==> config.mk <==
export PLATFORM = sky130hd
export DESIGN_NAME = htc_timer
export DESIGN_NICKNAME = d
export VERILOG_FILES = /design/src/common/htc_pkg.sv /design/src/common/htc_tick_if.sv /design/src/logic/htc_prescaler.sv /design/src/logic/htc_timer.sv
export VERILOG_INCLUDE_DIRS = /design/src /design/src/common
export SDC_FILE = /design/constraint.sdc
export NUM_CORES = 1
export LEC_CHECK = 0
export ABC_AREA = 0
export BUFFER_PORTS_ARGS = -buffer_cell sky130_fd_sc_hd__buf_4
export CORE_UTILIZATION = 40
export DETAILED_ROUTE_END_ITERATION = 6
export PLACE_DENSITY = 0.66
export SYNTH_ARGS = -nofsm -noshare
export SYNTH_HDL_FRONTEND = slang
export SYNTH_SLANG_ARGS = --single-unit
==> constraint.sdc <==
create_clock -name mclk -period 5.1 [get_ports mclk]
set_clock_uncertainty 0.05 [all_clocks]
set_input_delay 0.51 -clock mclk [delete_from_list [all_inputs] [get_ports mclk]]
set_output_delay 0.51 -clock mclk [all_outputs]
set_load 0.03 [all_outputs]
==> src/common/htc_defs.svh <==
// Register offsets, field positions, reset values and timing counts of the timer
`ifndef HTC_DEFS_SVH
`define HTC_DEFS_SVH
`define HTC_OFF_CTRL      4'h0
`define HTC_OFF_PRESCALE  4'h1
`define HTC_OFF_TOP       4'h2
`define HTC_OFF_COMPARE   4'h3
`define HTC_OFF_COUNT     4'h4
`define HTC_OFF_CAPTURE   4'h5
`define HTC_OFF_STATUS    4'h6
`define HTC_OFF_MASK      4'h7
`define HTC_CTRL_RUN      0
`define HTC_CTRL_MODE_LO  1
`define HTC_CTRL_MODE_HI  2
`define HTC_CTRL_CLKSEL   3
`define HTC_CTRL_CAPEN    4
`define HTC_CTRL_DOWN     5
`define HTC_CTRL_BUSEN    6
`define HTC_CTRL_WIDTH    7
`define HTC_ST_OVF        0
`define HTC_ST_CMP        1
`define HTC_ST_CAP        2
`define HTC_CTRL_RESET    7'h41
`define HTC_PRESC_RESET   16'h0000
`define HTC_TOP_RESET     16'hFFFF
`define HTC_CMP_RESET     16'h8000
`define HTC_CNT_ONES      16'hFFFF
`define HTC_CNT_ZERO      16'h0000
`define HTC_CNT_ONE       16'h0001
`endif

==> src/common/htc_pkg.sv <==
// Types shared by the timer modules
package htc_pkg;
	typedef enum logic [1:0] {
		HTC_MODE_WDOG = 2'h0,
		HTC_MODE_CTC  = 2'h1,
		HTC_MODE_FAST = 2'h2,
		HTC_MODE_PFC  = 2'h3
	} htc_mode_t;
	typedef enum logic [1:0] {
		HTC_BUS_IDLE = 2'h1,
		HTC_BUS_ACK  = 2'h2
	} htc_bus_st_t;
endpackage

==> src/common/htc_tick_if.sv <==
// Interface carrying prescaler control and tick between timer modules
interface htc_tick_if;
	logic        srcSel;
	logic        extClk;
	logic        run;
	logic [15:0] divide;
	logic        tick;
	modport core (output srcSel, output extClk, output run, output divide, input tick);
	modport presc (input srcSel, input extClk, input run, input divide, output tick);
endinterface

==> src/logic/htc_prescaler.sv <==
// Clock source select and prescaler producing one-cycle count ticks
`include "htc_defs.svh"
module htc_prescaler
	import htc_pkg::*;
(
	input  wire logic mclk,
	input  wire logic nrst,
	htc_tick_if.presc tk
);
	typedef struct packed {
		logic [15:0] div;
		logic        extQ;
		logic        tick;
	} htc_presc_state_t;
	htc_presc_state_t s_q, s_d;
	// Source edge, then divide by divide+1
	always_comb begin
		logic srcEv;
		srcEv = 1'b0;
		s_d = s_q;
		s_d.extQ = tk.extClk;
		s_d.tick = 1'b0;
		srcEv = tk.srcSel ? (tk.extClk & ~s_q.extQ) : 1'b1;
		if (!tk.run) begin
			s_d.div = `HTC_CNT_ZERO;
		end else if (srcEv) begin
			if (s_q.div >= tk.divide) begin
				s_d.div = `HTC_CNT_ZERO;
				s_d.tick = 1'b1;
			end else begin
				s_d.div = s_q.div + `HTC_CNT_ONE;
			end
		end
	end
	always_ff @(posedge mclk or negedge nrst) begin
		if (!nrst) begin
			s_q <= '0;
		end else begin
			s_q <= s_d;
		end
	end
	assign tk.tick = s_q.tick;
	tickGap_a: assert property (@(posedge mclk) disable iff (!nrst)
		tk.tick && tk.divide != 16'h0000 |=> !tk.tick) else $error("tick too dense");
endmodule

==> src/logic/htc_timer.sv <==
// 16-bit timer/counter with compare, capture, PWM and Avalon-MM registers
// Operation
// - 16-bit up/down counter with compare unit
// - Watchdog, clear-on-compare, fast and correct PWM
// - Selectable clock source and programmable prescaler
// - Overflow, compare and capture interrupt sources
// - One interrupt output and one wake-up output
// - Glitch-free PWM, variable period, auto reload
// - Synchronised rising capture edge stores count in bus mode outside PWM
// - Stand-alone irq is overflow; else masked
// - Active-low counter reset pin always honoured
// - Stand-alone mode uses control values written over the bus
// - Bus master reads and writes the registers
// - Waveform drives dedicated timer output
`include "htc_defs.svh"
module htc_timer
	import htc_pkg::*;
(
	input  wire logic        mclk,
	input  wire logic        nrst,
	input  wire logic        counterClockIn,
	input  wire logic        counterResetN,
	input  wire logic        captureTriggerIn,
	input  wire logic [3:0]  address,
	input  wire logic        read,
	input  wire logic        write,
	input  wire logic [31:0] writedata,
	input  wire logic [3:0]  byteenable,
	output logic      [31:0] readdata,
	output logic             waitrequest,
	output logic             counterIrqOut,
	output logic             wakeIrqOut,
	output logic             waveformOut
);
	typedef struct packed {
		logic [`HTC_CTRL_WIDTH-1:0] ctrl;
		logic [15:0] presc;
		logic [15:0] top;
		logic [15:0] cmp;
		logic [15:0] cmpAct;
		logic [15:0] topAct;
		logic [15:0] count;
		logic [15:0] capture;
		logic [2:0]  status;
		logic [2:0]  mask;
		logic        dirDown;
		logic        capS1;
		logic        capS2;
		logic        capS3;
		logic        rstS1;
		logic        rstS2;
		logic        wave;
		logic        irq;
		logic        wake;
		logic [31:0] rdata;
		htc_bus_st_t bus;
	} htc_state_t;
	htc_state_t s_q, s_d;
	htc_tick_if tk();
	htc_prescaler u_presc (
		.mclk (mclk),
		.nrst (nrst),
		.tk   (tk)
	);
	// Merge a 32-bit write into a 16-bit field by byte lanes
	function automatic logic [15:0] merge16(input logic [15:0] old,
		input logic [31:0] wd, input logic [3:0] be);
		logic [15:0] r;
		r = old;
		if (be[0]) r[7:0] = wd[7:0];
		if (be[1]) r[15:8] = wd[15:8];
		return r;
	endfunction
	wire htc_mode_t mode = htc_mode_t'(s_q.ctrl[`HTC_CTRL_MODE_HI:`HTC_CTRL_MODE_LO]);
	wire logic busEn = s_q.ctrl[`HTC_CTRL_BUSEN];
	wire logic isPwm = (mode == HTC_MODE_FAST) || (mode == HTC_MODE_PFC);
	assign tk.srcSel = s_q.ctrl[`HTC_CTRL_CLKSEL];
	assign tk.extClk = counterClockIn;
	assign tk.run    = s_q.ctrl[`HTC_CTRL_RUN] & s_q.rstS2;
	assign tk.divide = s_q.presc;
	// Next-state logic: bus slave, counter, capture, interrupts
	always_comb begin
		logic        ovfEv;
		logic        cmpEv;
		logic        capEv;
		logic        acc;
		logic [15:0] lim;
		logic [2:0]  clr;
		ovfEv = 1'b0;
		cmpEv = 1'b0;
		capEv = 1'b0;
		acc = 1'b0;
		lim = `HTC_CNT_ZERO;
		clr = 3'h0;
		s_d = s_q;
		// Two-stage synchronisers for reset pin and capture input
		s_d.rstS1 = counterResetN;
		s_d.rstS2 = s_q.rstS1;
		s_d.capS1 = captureTriggerIn;
		s_d.capS2 = s_q.capS1;
		s_d.capS3 = s_q.capS2;
		// Avalon slave: one wait cycle, then answer
		acc = (read | write) && s_q.bus == HTC_BUS_IDLE;
		s_d.bus = acc ? HTC_BUS_ACK : HTC_BUS_IDLE;
		if (acc && read) begin
			case (address)
				`HTC_OFF_CTRL:     s_d.rdata = {25'h0, s_q.ctrl};
				`HTC_OFF_PRESCALE: s_d.rdata = {16'h0, s_q.presc};
				`HTC_OFF_TOP:      s_d.rdata = {16'h0, s_q.top};
				`HTC_OFF_COMPARE:  s_d.rdata = {16'h0, s_q.cmp};
				`HTC_OFF_COUNT:    s_d.rdata = {16'h0, s_q.count};
				`HTC_OFF_CAPTURE:  s_d.rdata = {16'h0, s_q.capture};
				`HTC_OFF_STATUS:   s_d.rdata = {29'h0, s_q.status};
				`HTC_OFF_MASK:     s_d.rdata = {29'h0, s_q.mask};
				default:           s_d.rdata = 32'h0;
			endcase
		end
		if (acc && write) begin
			case (address)
				`HTC_OFF_CTRL: begin
					if (byteenable[0]) s_d.ctrl = writedata[`HTC_CTRL_WIDTH-1:0];
				end
				`HTC_OFF_PRESCALE: s_d.presc = merge16(s_q.presc, writedata, byteenable);
				`HTC_OFF_TOP:      s_d.top = merge16(s_q.top, writedata, byteenable);
				`HTC_OFF_COMPARE:  s_d.cmp = merge16(s_q.cmp, writedata, byteenable);
				`HTC_OFF_STATUS: begin
					if (byteenable[0]) clr = writedata[2:0];
				end
				`HTC_OFF_MASK: begin
					if (byteenable[0]) s_d.mask = writedata[2:0];
				end
				default: ;
			endcase
		end
		// Counter step on each prescaled tick
		lim = (mode == HTC_MODE_WDOG) ? `HTC_CNT_ONES : s_q.topAct;
		if (!s_q.rstS2) begin
			s_d.count = `HTC_CNT_ZERO;
			s_d.dirDown = 1'b0;
		end else if (tk.tick) begin
			case (mode)
				HTC_MODE_PFC: begin
					// Up to top then down to zero, reload at bottom
					if (!s_q.dirDown) begin
						if (s_q.count >= lim) begin
							s_d.dirDown = 1'b1;
							s_d.count = s_q.count - `HTC_CNT_ONE;
						end else begin
							s_d.count = s_q.count + `HTC_CNT_ONE;
						end
					end else if (s_q.count == `HTC_CNT_ZERO) begin
						s_d.dirDown = 1'b0;
						s_d.count = `HTC_CNT_ONE;
						s_d.topAct = s_q.top;
						s_d.cmpAct = s_q.cmp;
						ovfEv = 1'b1;
					end else begin
						s_d.count = s_q.count - `HTC_CNT_ONE;
					end
				end
				default: begin
					if (s_q.ctrl[`HTC_CTRL_DOWN] && mode == HTC_MODE_WDOG) begin
						// Watchdog down-count expires at zero
						s_d.count = s_q.count - `HTC_CNT_ONE;
						ovfEv = (s_q.count == `HTC_CNT_ZERO);
					end else if (s_q.count >= lim) begin
						s_d.count = `HTC_CNT_ZERO;
						ovfEv = 1'b1;
						s_d.topAct = s_q.top;
						s_d.cmpAct = s_q.cmp;
					end else begin
						s_d.count = s_q.count + `HTC_CNT_ONE;
					end
				end
			endcase
			cmpEv = (s_q.count == s_q.cmpAct);
		end
		if (mode != HTC_MODE_PFC) begin
			s_d.dirDown = 1'b0;
		end
		// Waveform: toggle in non-PWM, set/clear on compare in PWM
		if (isPwm) begin
			s_d.wave = (s_d.count < s_q.cmpAct);
		end else if (cmpEv) begin
			s_d.wave = ~s_q.wave;
		end
		// Capture rising edge of synchronised trigger
		capEv = busEn && !isPwm && s_q.ctrl[`HTC_CTRL_CAPEN] && s_q.capS2 && !s_q.capS3;
		if (capEv) begin
			s_d.capture = s_q.count;
		end
		// Sticky status, set wins over write-one clear
		s_d.status = (s_q.status & ~clr) | {capEv, cmpEv, ovfEv};
		s_d.irq = busEn ? |(s_d.status & s_d.mask) : s_d.status[`HTC_ST_OVF];
		s_d.wake = ovfEv | (cmpEv & s_q.mask[`HTC_ST_CMP]);
	end
	// State register; reset loads control 0x41: running watchdog with bus enabled
	always_ff @(posedge mclk or negedge nrst) begin
		if (!nrst) begin
			s_q         <= '0;
			s_q.ctrl    <= `HTC_CTRL_RESET;
			s_q.presc   <= `HTC_PRESC_RESET;
			s_q.top     <= `HTC_TOP_RESET;
			s_q.topAct  <= `HTC_TOP_RESET;
			s_q.cmp     <= `HTC_CMP_RESET;
			s_q.cmpAct  <= `HTC_CMP_RESET;
			s_q.bus     <= HTC_BUS_IDLE;
		end else begin
			s_q <= s_d;
		end
	end
	// Outputs straight from flip-flops, except waitrequest, decoded from read and write with the registered bus state
	assign readdata      = s_q.rdata;
	assign waitrequest   = (read | write) && s_q.bus != HTC_BUS_ACK;
	assign counterIrqOut = s_q.irq;
	assign wakeIrqOut    = s_q.wake;
	assign waveformOut   = s_q.wave;
	// Checks
	wrapZero_a: assert property (@(posedge mclk) disable iff (!nrst)
		tk.tick && s_q.rstS2 && mode == HTC_MODE_CTC && s_q.count >= s_q.topAct
		|=> s_q.count == 16'h0000 && s_q.status[0]) else $error("no wrap");
	ovfFlag_a: assert property (@(posedge mclk) disable iff (!nrst)
		$past(!busEn) |-> counterIrqOut == s_q.status[`HTC_ST_OVF])
		else $error("irq not overflow");
	irqMask_a: assert property (@(posedge mclk) disable iff (!nrst)
		$past(busEn) |-> counterIrqOut == |(s_q.status & s_q.mask))
		else $error("irq not masked status");
	capStore_a: assert property (@(posedge mclk) disable iff (!nrst)
		s_q.capS2 && !s_q.capS3 && busEn && !isPwm && s_q.ctrl[`HTC_CTRL_CAPEN]
		|=> s_q.capture == $past(s_q.count) && s_q.status[2]) else $error("capture lost");
	pinReset_a: assert property (@(posedge mclk) disable iff (!nrst)
		!counterResetN ##2 1'b1 |=> s_q.count == 16'h0000) else $error("reset pin ignored");
	busAns_a: assert property (@(posedge mclk) disable iff (!nrst)
		(read | write) && waitrequest |=> !waitrequest) else $error("slow answer");
	pwmWave_a: assert property (@(posedge mclk) disable iff (!nrst)
		mode == HTC_MODE_FAST && $stable(mode) |=> waveformOut == ($past(s_d.count) < $past(s_q.cmpAct)))
		else $error("pwm level");
	cmpSet_a: assert property (@(posedge mclk) disable iff (!nrst)
		tk.tick && s_q.rstS2 && s_q.count == s_q.cmpAct |=> s_q.status[1]) else $error("no compare");
	wakeOvf_a: assert property (@(posedge mclk) disable iff (!nrst)
		$rose(s_q.status[0]) |-> wakeIrqOut) else $error("no wake");
	pfcDown_a: assert property (@(posedge mclk) disable iff (!nrst)
		mode == HTC_MODE_PFC && s_q.dirDown && tk.tick && s_q.count != 16'h0000 && s_q.rstS2
		|=> s_q.count == $past(s_q.count) - 16'h0001) else $error("no down count");
	ovfCov_c: cover property (@(posedge mclk) disable iff (!nrst) s_q.status[0]);
	capCov_c: cover property (@(posedge mclk) disable iff (!nrst) s_q.status[2]);
	pfcCov_c: cover property (@(posedge mclk) disable iff (!nrst) mode == HTC_MODE_PFC && s_q.dirDown);
endmodule

[Word-level counts from Yosys, hierarchy flattened]
Index checks and enable logic that the tools add are counted.
Cells by class
  $mul: 0
  eq/ne operators: 19
  mux-type cells: 46
  divide/modulo/power cells: 0
  shift operators: 0
  order comparisons: 3
  add/sub/neg operators: 3
  reduce and logical (&&, ||, !) cells: 27
  bitwise operators: 11
Operators with widths (count)
  $mux W16: 11
  $mux W32: 4
  $pmux W16 S8: 1
  $mux W48: 1
  $add A16 B1 Y16 const B: 2
  $ge A16 B16 Y1: 2
  $mux W1: 22
  $reduce_and A3 Y1: 7
  $mux W3: 6
  $eq A16 B16 Y1: 1
  $eq A4 B3 Y1 const B: 4
  $logic_not A16 Y1: 1
  $lt A16 B16 Y1: 1
  $sub A16 B1 Y16 const B: 1
  $ne A2 B2 Y1 const B: 5
  $logic_and A1 B1 Y1: 9
  $eq A4 B2 Y1 const B: 2
  $and A3 B3 Y3: 2
  $ne A3 B1 Y1 const B: 2
  $reduce_and A6 Y1: 1
  $eq A2 B2 Y1 const B: 2
  $eq A4 B1 Y1 const B: 1
  $logic_not A4 Y1: 1
  $reduce_bool A2 Y1: 2
  other kinds (13): 18
Word-level totals
  bits in read-only memories: 0
  output and inout bits: 36
  register bits: 186
  bits of input ports: 47
  memories: 0
  RAM bits: 0
  word-level logic and storage cells: 136
  latch bits: 0

[Logic depth before layout (Yosys ltp)]
  word-level depth: 12
  mapped depth: 22
  gate-level depth less buffers: 18

[Cells and area by module]
From an unflattened synthesis, not the netlist that was laid out.
Unflattened totals
  cells, all modules: 936
  area, all modules: 9851.9 µm²
By module, submodules not included
  htc_timer: cells each 794, instances 1, area each 8464.4 µm², sequential area each 3849.9 µm²
  htc_prescaler: cells each 142, instances 1, area each 1387.6 µm², sequential area each 450.4 µm²

[Worst setup path before layout]
OpenSTA, ideal clock, no wires.
  path kind: flip-flop to flip-flop
  start: register s_q (netlist bit mode[1])
  end: register s_q (netlist bit waveformOut)
  period minus slack after synthesis: 4.479 ns
  arrival time: 4.284 ns
  path slack: 0.621 ns
  stages on the path, launching flop included: 19
  buffers on the path: 3
  required time: 4.905 ns
  cell sequence: dfrtp_1 buf_2 nor2_1 clkbuf_1 nor2_1 ha_1 nand4_2 nor3_1 or3_4 or4_1 o22ai_4 buf_6 a21oi_1 o31a_1 ha_1 nand4_1 or3_1 o311ai_0 o211ai_1
RTL lines
  start: declaration: line htc_timer.sv:58  | htc_state_t s_q, s_d;

==> impl_metrics.ini <==
[timing]
rsz0062_at_grt = no
final-setup-viol-count = 0
slew_headroom_pct = 19.1
max_freq_ghz = 0.213
holdWs_ns = 0.0746
period_needed_ns = 4.69
layout_setup_ws_ns = 0.415
tightest_slew_ns = 1.21
setup_tns_ns = 0
finalCritPeriodShare_pct = 91.9
hold_viol_final = 0
slew_violations = 0

[critical_path]
reg2regPathDepth = 18
reg2reg_slack_ns = 0.41
crit_fanout = 18
arrival_ns = 4.98
r2r-end = waveformOut
cp_data_required_time_ns = 5.40
crit_path_start_kind = flop
cp-end-kind = flop
crit_type = reg -> reg
r2r_start = mode[0]

[power_and_ir_drop]
p_comb_share_pct = 19.3
clock_power_share_pct = 36.0
power_switching_w = 0.00114
power_frac_seq_pct = 44.7
p_per_area_nw_per_um2 = 340
max-vdd-ir-drop_mv = 0.251
switching_share_pct = 30.5
leakage_nw = 5.30
p_int_w = 0.00260

[global_route]
antenna_found_initial = 1
grt_pass1_wl_um = 40100
grt_overflow = 0
grt_start_max_net_pins = 88
grt_pass1_vias = 7463
grt.total_usage_pct = 20.2

[logic_synthesis]
synthTopCellsByArea = dfrtp_1 (34%), dfstp_2 (9.9%), mux2_2 (6.9%)
ys_seq_area_share_pct = 43.7
synthCells = 966
synth_edf_count = 0
ys_warn_count = 0
avgSynthCellArea_um2 = 10.2
synth_top_cell_by_area = dfrtp_1
synth_compound_area_share_pct = 15.8
synth_top_family_by_area = compound AO/OA/AOI/OAI gates
async_flop_share_pct = 100
synth-adder-area-share_pct = 6.36
synth_xor_area_share_pct = 1.87
ys_types = 76
synthSimpleGateAreaFrac_pct = 14.4
ys.flop_type = dfrtp_1
yosys.area.top_type_share_pct = 33.8
synth_area_um2 = 9840
synth_mux_area_share_pct = 11.1
synth-seq-cells = 170

[routing]
drc = 0
first_iter_violations = 627
vias = 7531
viasPerCell = 5.69
wl_um = 24700
wl_per_cell_um = 18.7
dr.pass1.iters = 5
drtAntennaViolNets = 0

[die]
rows = 57
die_w_um = 159
dieArea_um2 = 25200
coreArea_um2 = 24200
ioPinCount = 83
dieHeight_um = 159
initial_core_util_pct = 40.6

[place]
place.gp.congestion = 0.899
hpwl_um = 17800
dp_slack_ns = 0.502
io_buffers = 48

[clock_network]
clock_latency_ns = 0.43
ctsResizeCount = 0
clock_sinks = 170
post_cts_buffers = 0
clk_pin_slew_ns = 0.07
cts_buffer_depth = 2
cts-root-buf = clkbuf_16
cts_hold_buffers = 0
cts_max_level = 4
cts_tree = yes
cts_buffers = 17

[layout]
area.growth.synth_to_final_pct = 12.0
mostFrequentLayoutCell = dfrtp_1
num_antenna_cells = 0
layout_common_cells = dfrtp_1 (133), buf_4 (72), nand2_1 (71), mux2_2 (60)
nNetsFinal = 1084
drive_above_1_share_pct = 23.1
n_fill_cell = 2314

[worst_hold_path]
worstHoldPathType = in -> async

[flow_run]
drv_cap = 0

[status]
outcome = finished clean
[worst max-delay path: stages, from the launching register on]
cell and delay [ns]:
dfrtp_1 0.41, nor2_1 0.12, buf_4 0.23, nor2_1 0.07
ha_1 0.31, nand4_2 0.13, nor3_1 0.06, or3_4 0.39
or3_1 0.54, nor2_1 0.50, a31oi_1 0.16, a31oi_1 0.35
ha_1 0.32, or3_1 0.34, o21ai_0 0.08, a21oi_1 0.06
a31oi_1 0.21, o311ai_0 0.16, o211ai_1 0.11
[final cells by class]
cell class                 instances  area [µm²]  share of cell area (%)
timing repair buffer              73         552                    5.00
clock buffer                      18         429                    3.89
inverter                          50         188                    1.70
sequential                       170        4300                    39.0
tap                              324         405                    3.68
clock inverter                    14         188                    1.70
multi-input combinational        675        4960                    45.0
[registers in the layout, indices dropped and copies added (netlist names), 2 cells and up]
signal	flops
mode	2
s_q	111
readdata	16
s_d	3
u_presc.s_q	17
tk.divide	16
[Yosys cell counts, types with 3 or more instances]
library cell	count
or4b_2	4
dfstp_2	37
o211ai_1	4
buf_6	5
nand3_1	21
mux2_1	30
nand3b_1	3
o21ai_0	49
nand2b_1	9
or3_1	8
o31a_1	6
or2_2	6
a22oi_1	14
nand4b_1	5
mux2i_1	6
nand2_1	71
a21o_1	37
a211oi_1	3
nor2b_1	17
nor2_1	40
nor3_1	22
dfrtp_1	133
inv_1	50
buf_4	32
ha_1	50
a221o_1	4
clkbuf_1	45
mux2_2	60
and3_1	13
nor4_1	13
a222oi_1	9
and2_1	5
a22o_1	4
xnor2_1	8
xor2_1	13
a21oi_1	36
a221oi_1	5
o21a_1	5
o22ai_1	7
nor3b_1	10
o31ai_1	7
a31oi_1	11
nand4_1	7
[how the worst max path moves through the flow]
| stage | end | startpoint | slack, ns | depth (start not counted) |
|---|---|---|---|---|
| after floorplan | waveformOut | mode[1] | 0.62 | 18 |
| after global placement | waveformOut | mode[0] | 0.50 | 18 |
| after detailed placement | waveformOut | mode[0] | 0.50 | 18 |
| after CTS | waveformOut | mode[0] | 0.49 | 18 |
| after global routing | waveformOut | mode[0] | 0.008 | 19 |
| final | waveformOut | mode[0] | 0.41 | 18 |
[power groups by stage]
stage	sequential, W	clock (W)	combinational (W)
2_1_floorplan	0.00165	0	0.000525
3_3_place_gp	0.00169	0	0.000703
3_5_place_dp	0.00170	0	0.000719
4_1_cts	0.00167	0.00137	0.000725
5_1_grt	0.00169	0.00143	0.000793
6_report	0.00168	0.00135	0.000722
[stage by stage]
step | std cells | power (W) | utilization, % | area (µm²)
after floorplan | 981 | 0.00218 | - | 9900
after global placement | 1292 | 0.00239 | 42.9 | 10400
after detailed placement | 1292 | 0.00242 | 42.9 | 10400
after CTS | 1324 | 0.00377 | 45.5 | 11000
after global routing | 1324 | 0.00391 | 45.5 | 11000
final | 1324 | 0.00375 | 45.5 | 11000
[cells by family after synthesis]
| kind of cell | count (synthesis) |
|---|---|
| compound gates | 225 |
| xor+xnor | 21 |
| fa+ha+maj | 50 |
| buf+inv | 136 |
| flops | 170 |
| mux | 97 |
| other cells | 1 |
| simple gates | 266 |
[layer usage]
metal / wire [µm] / share of wire [%] / track usage [%]
met5: 0 / 0 / 0
met4: 613 / 2.5 / 7.60
met3: 1210 / 4.9 / 3.24
met2: 11500 / 47 / 32.3
met1: 11400 / 46 / 27.3
(Power assumes the default switching activity.)
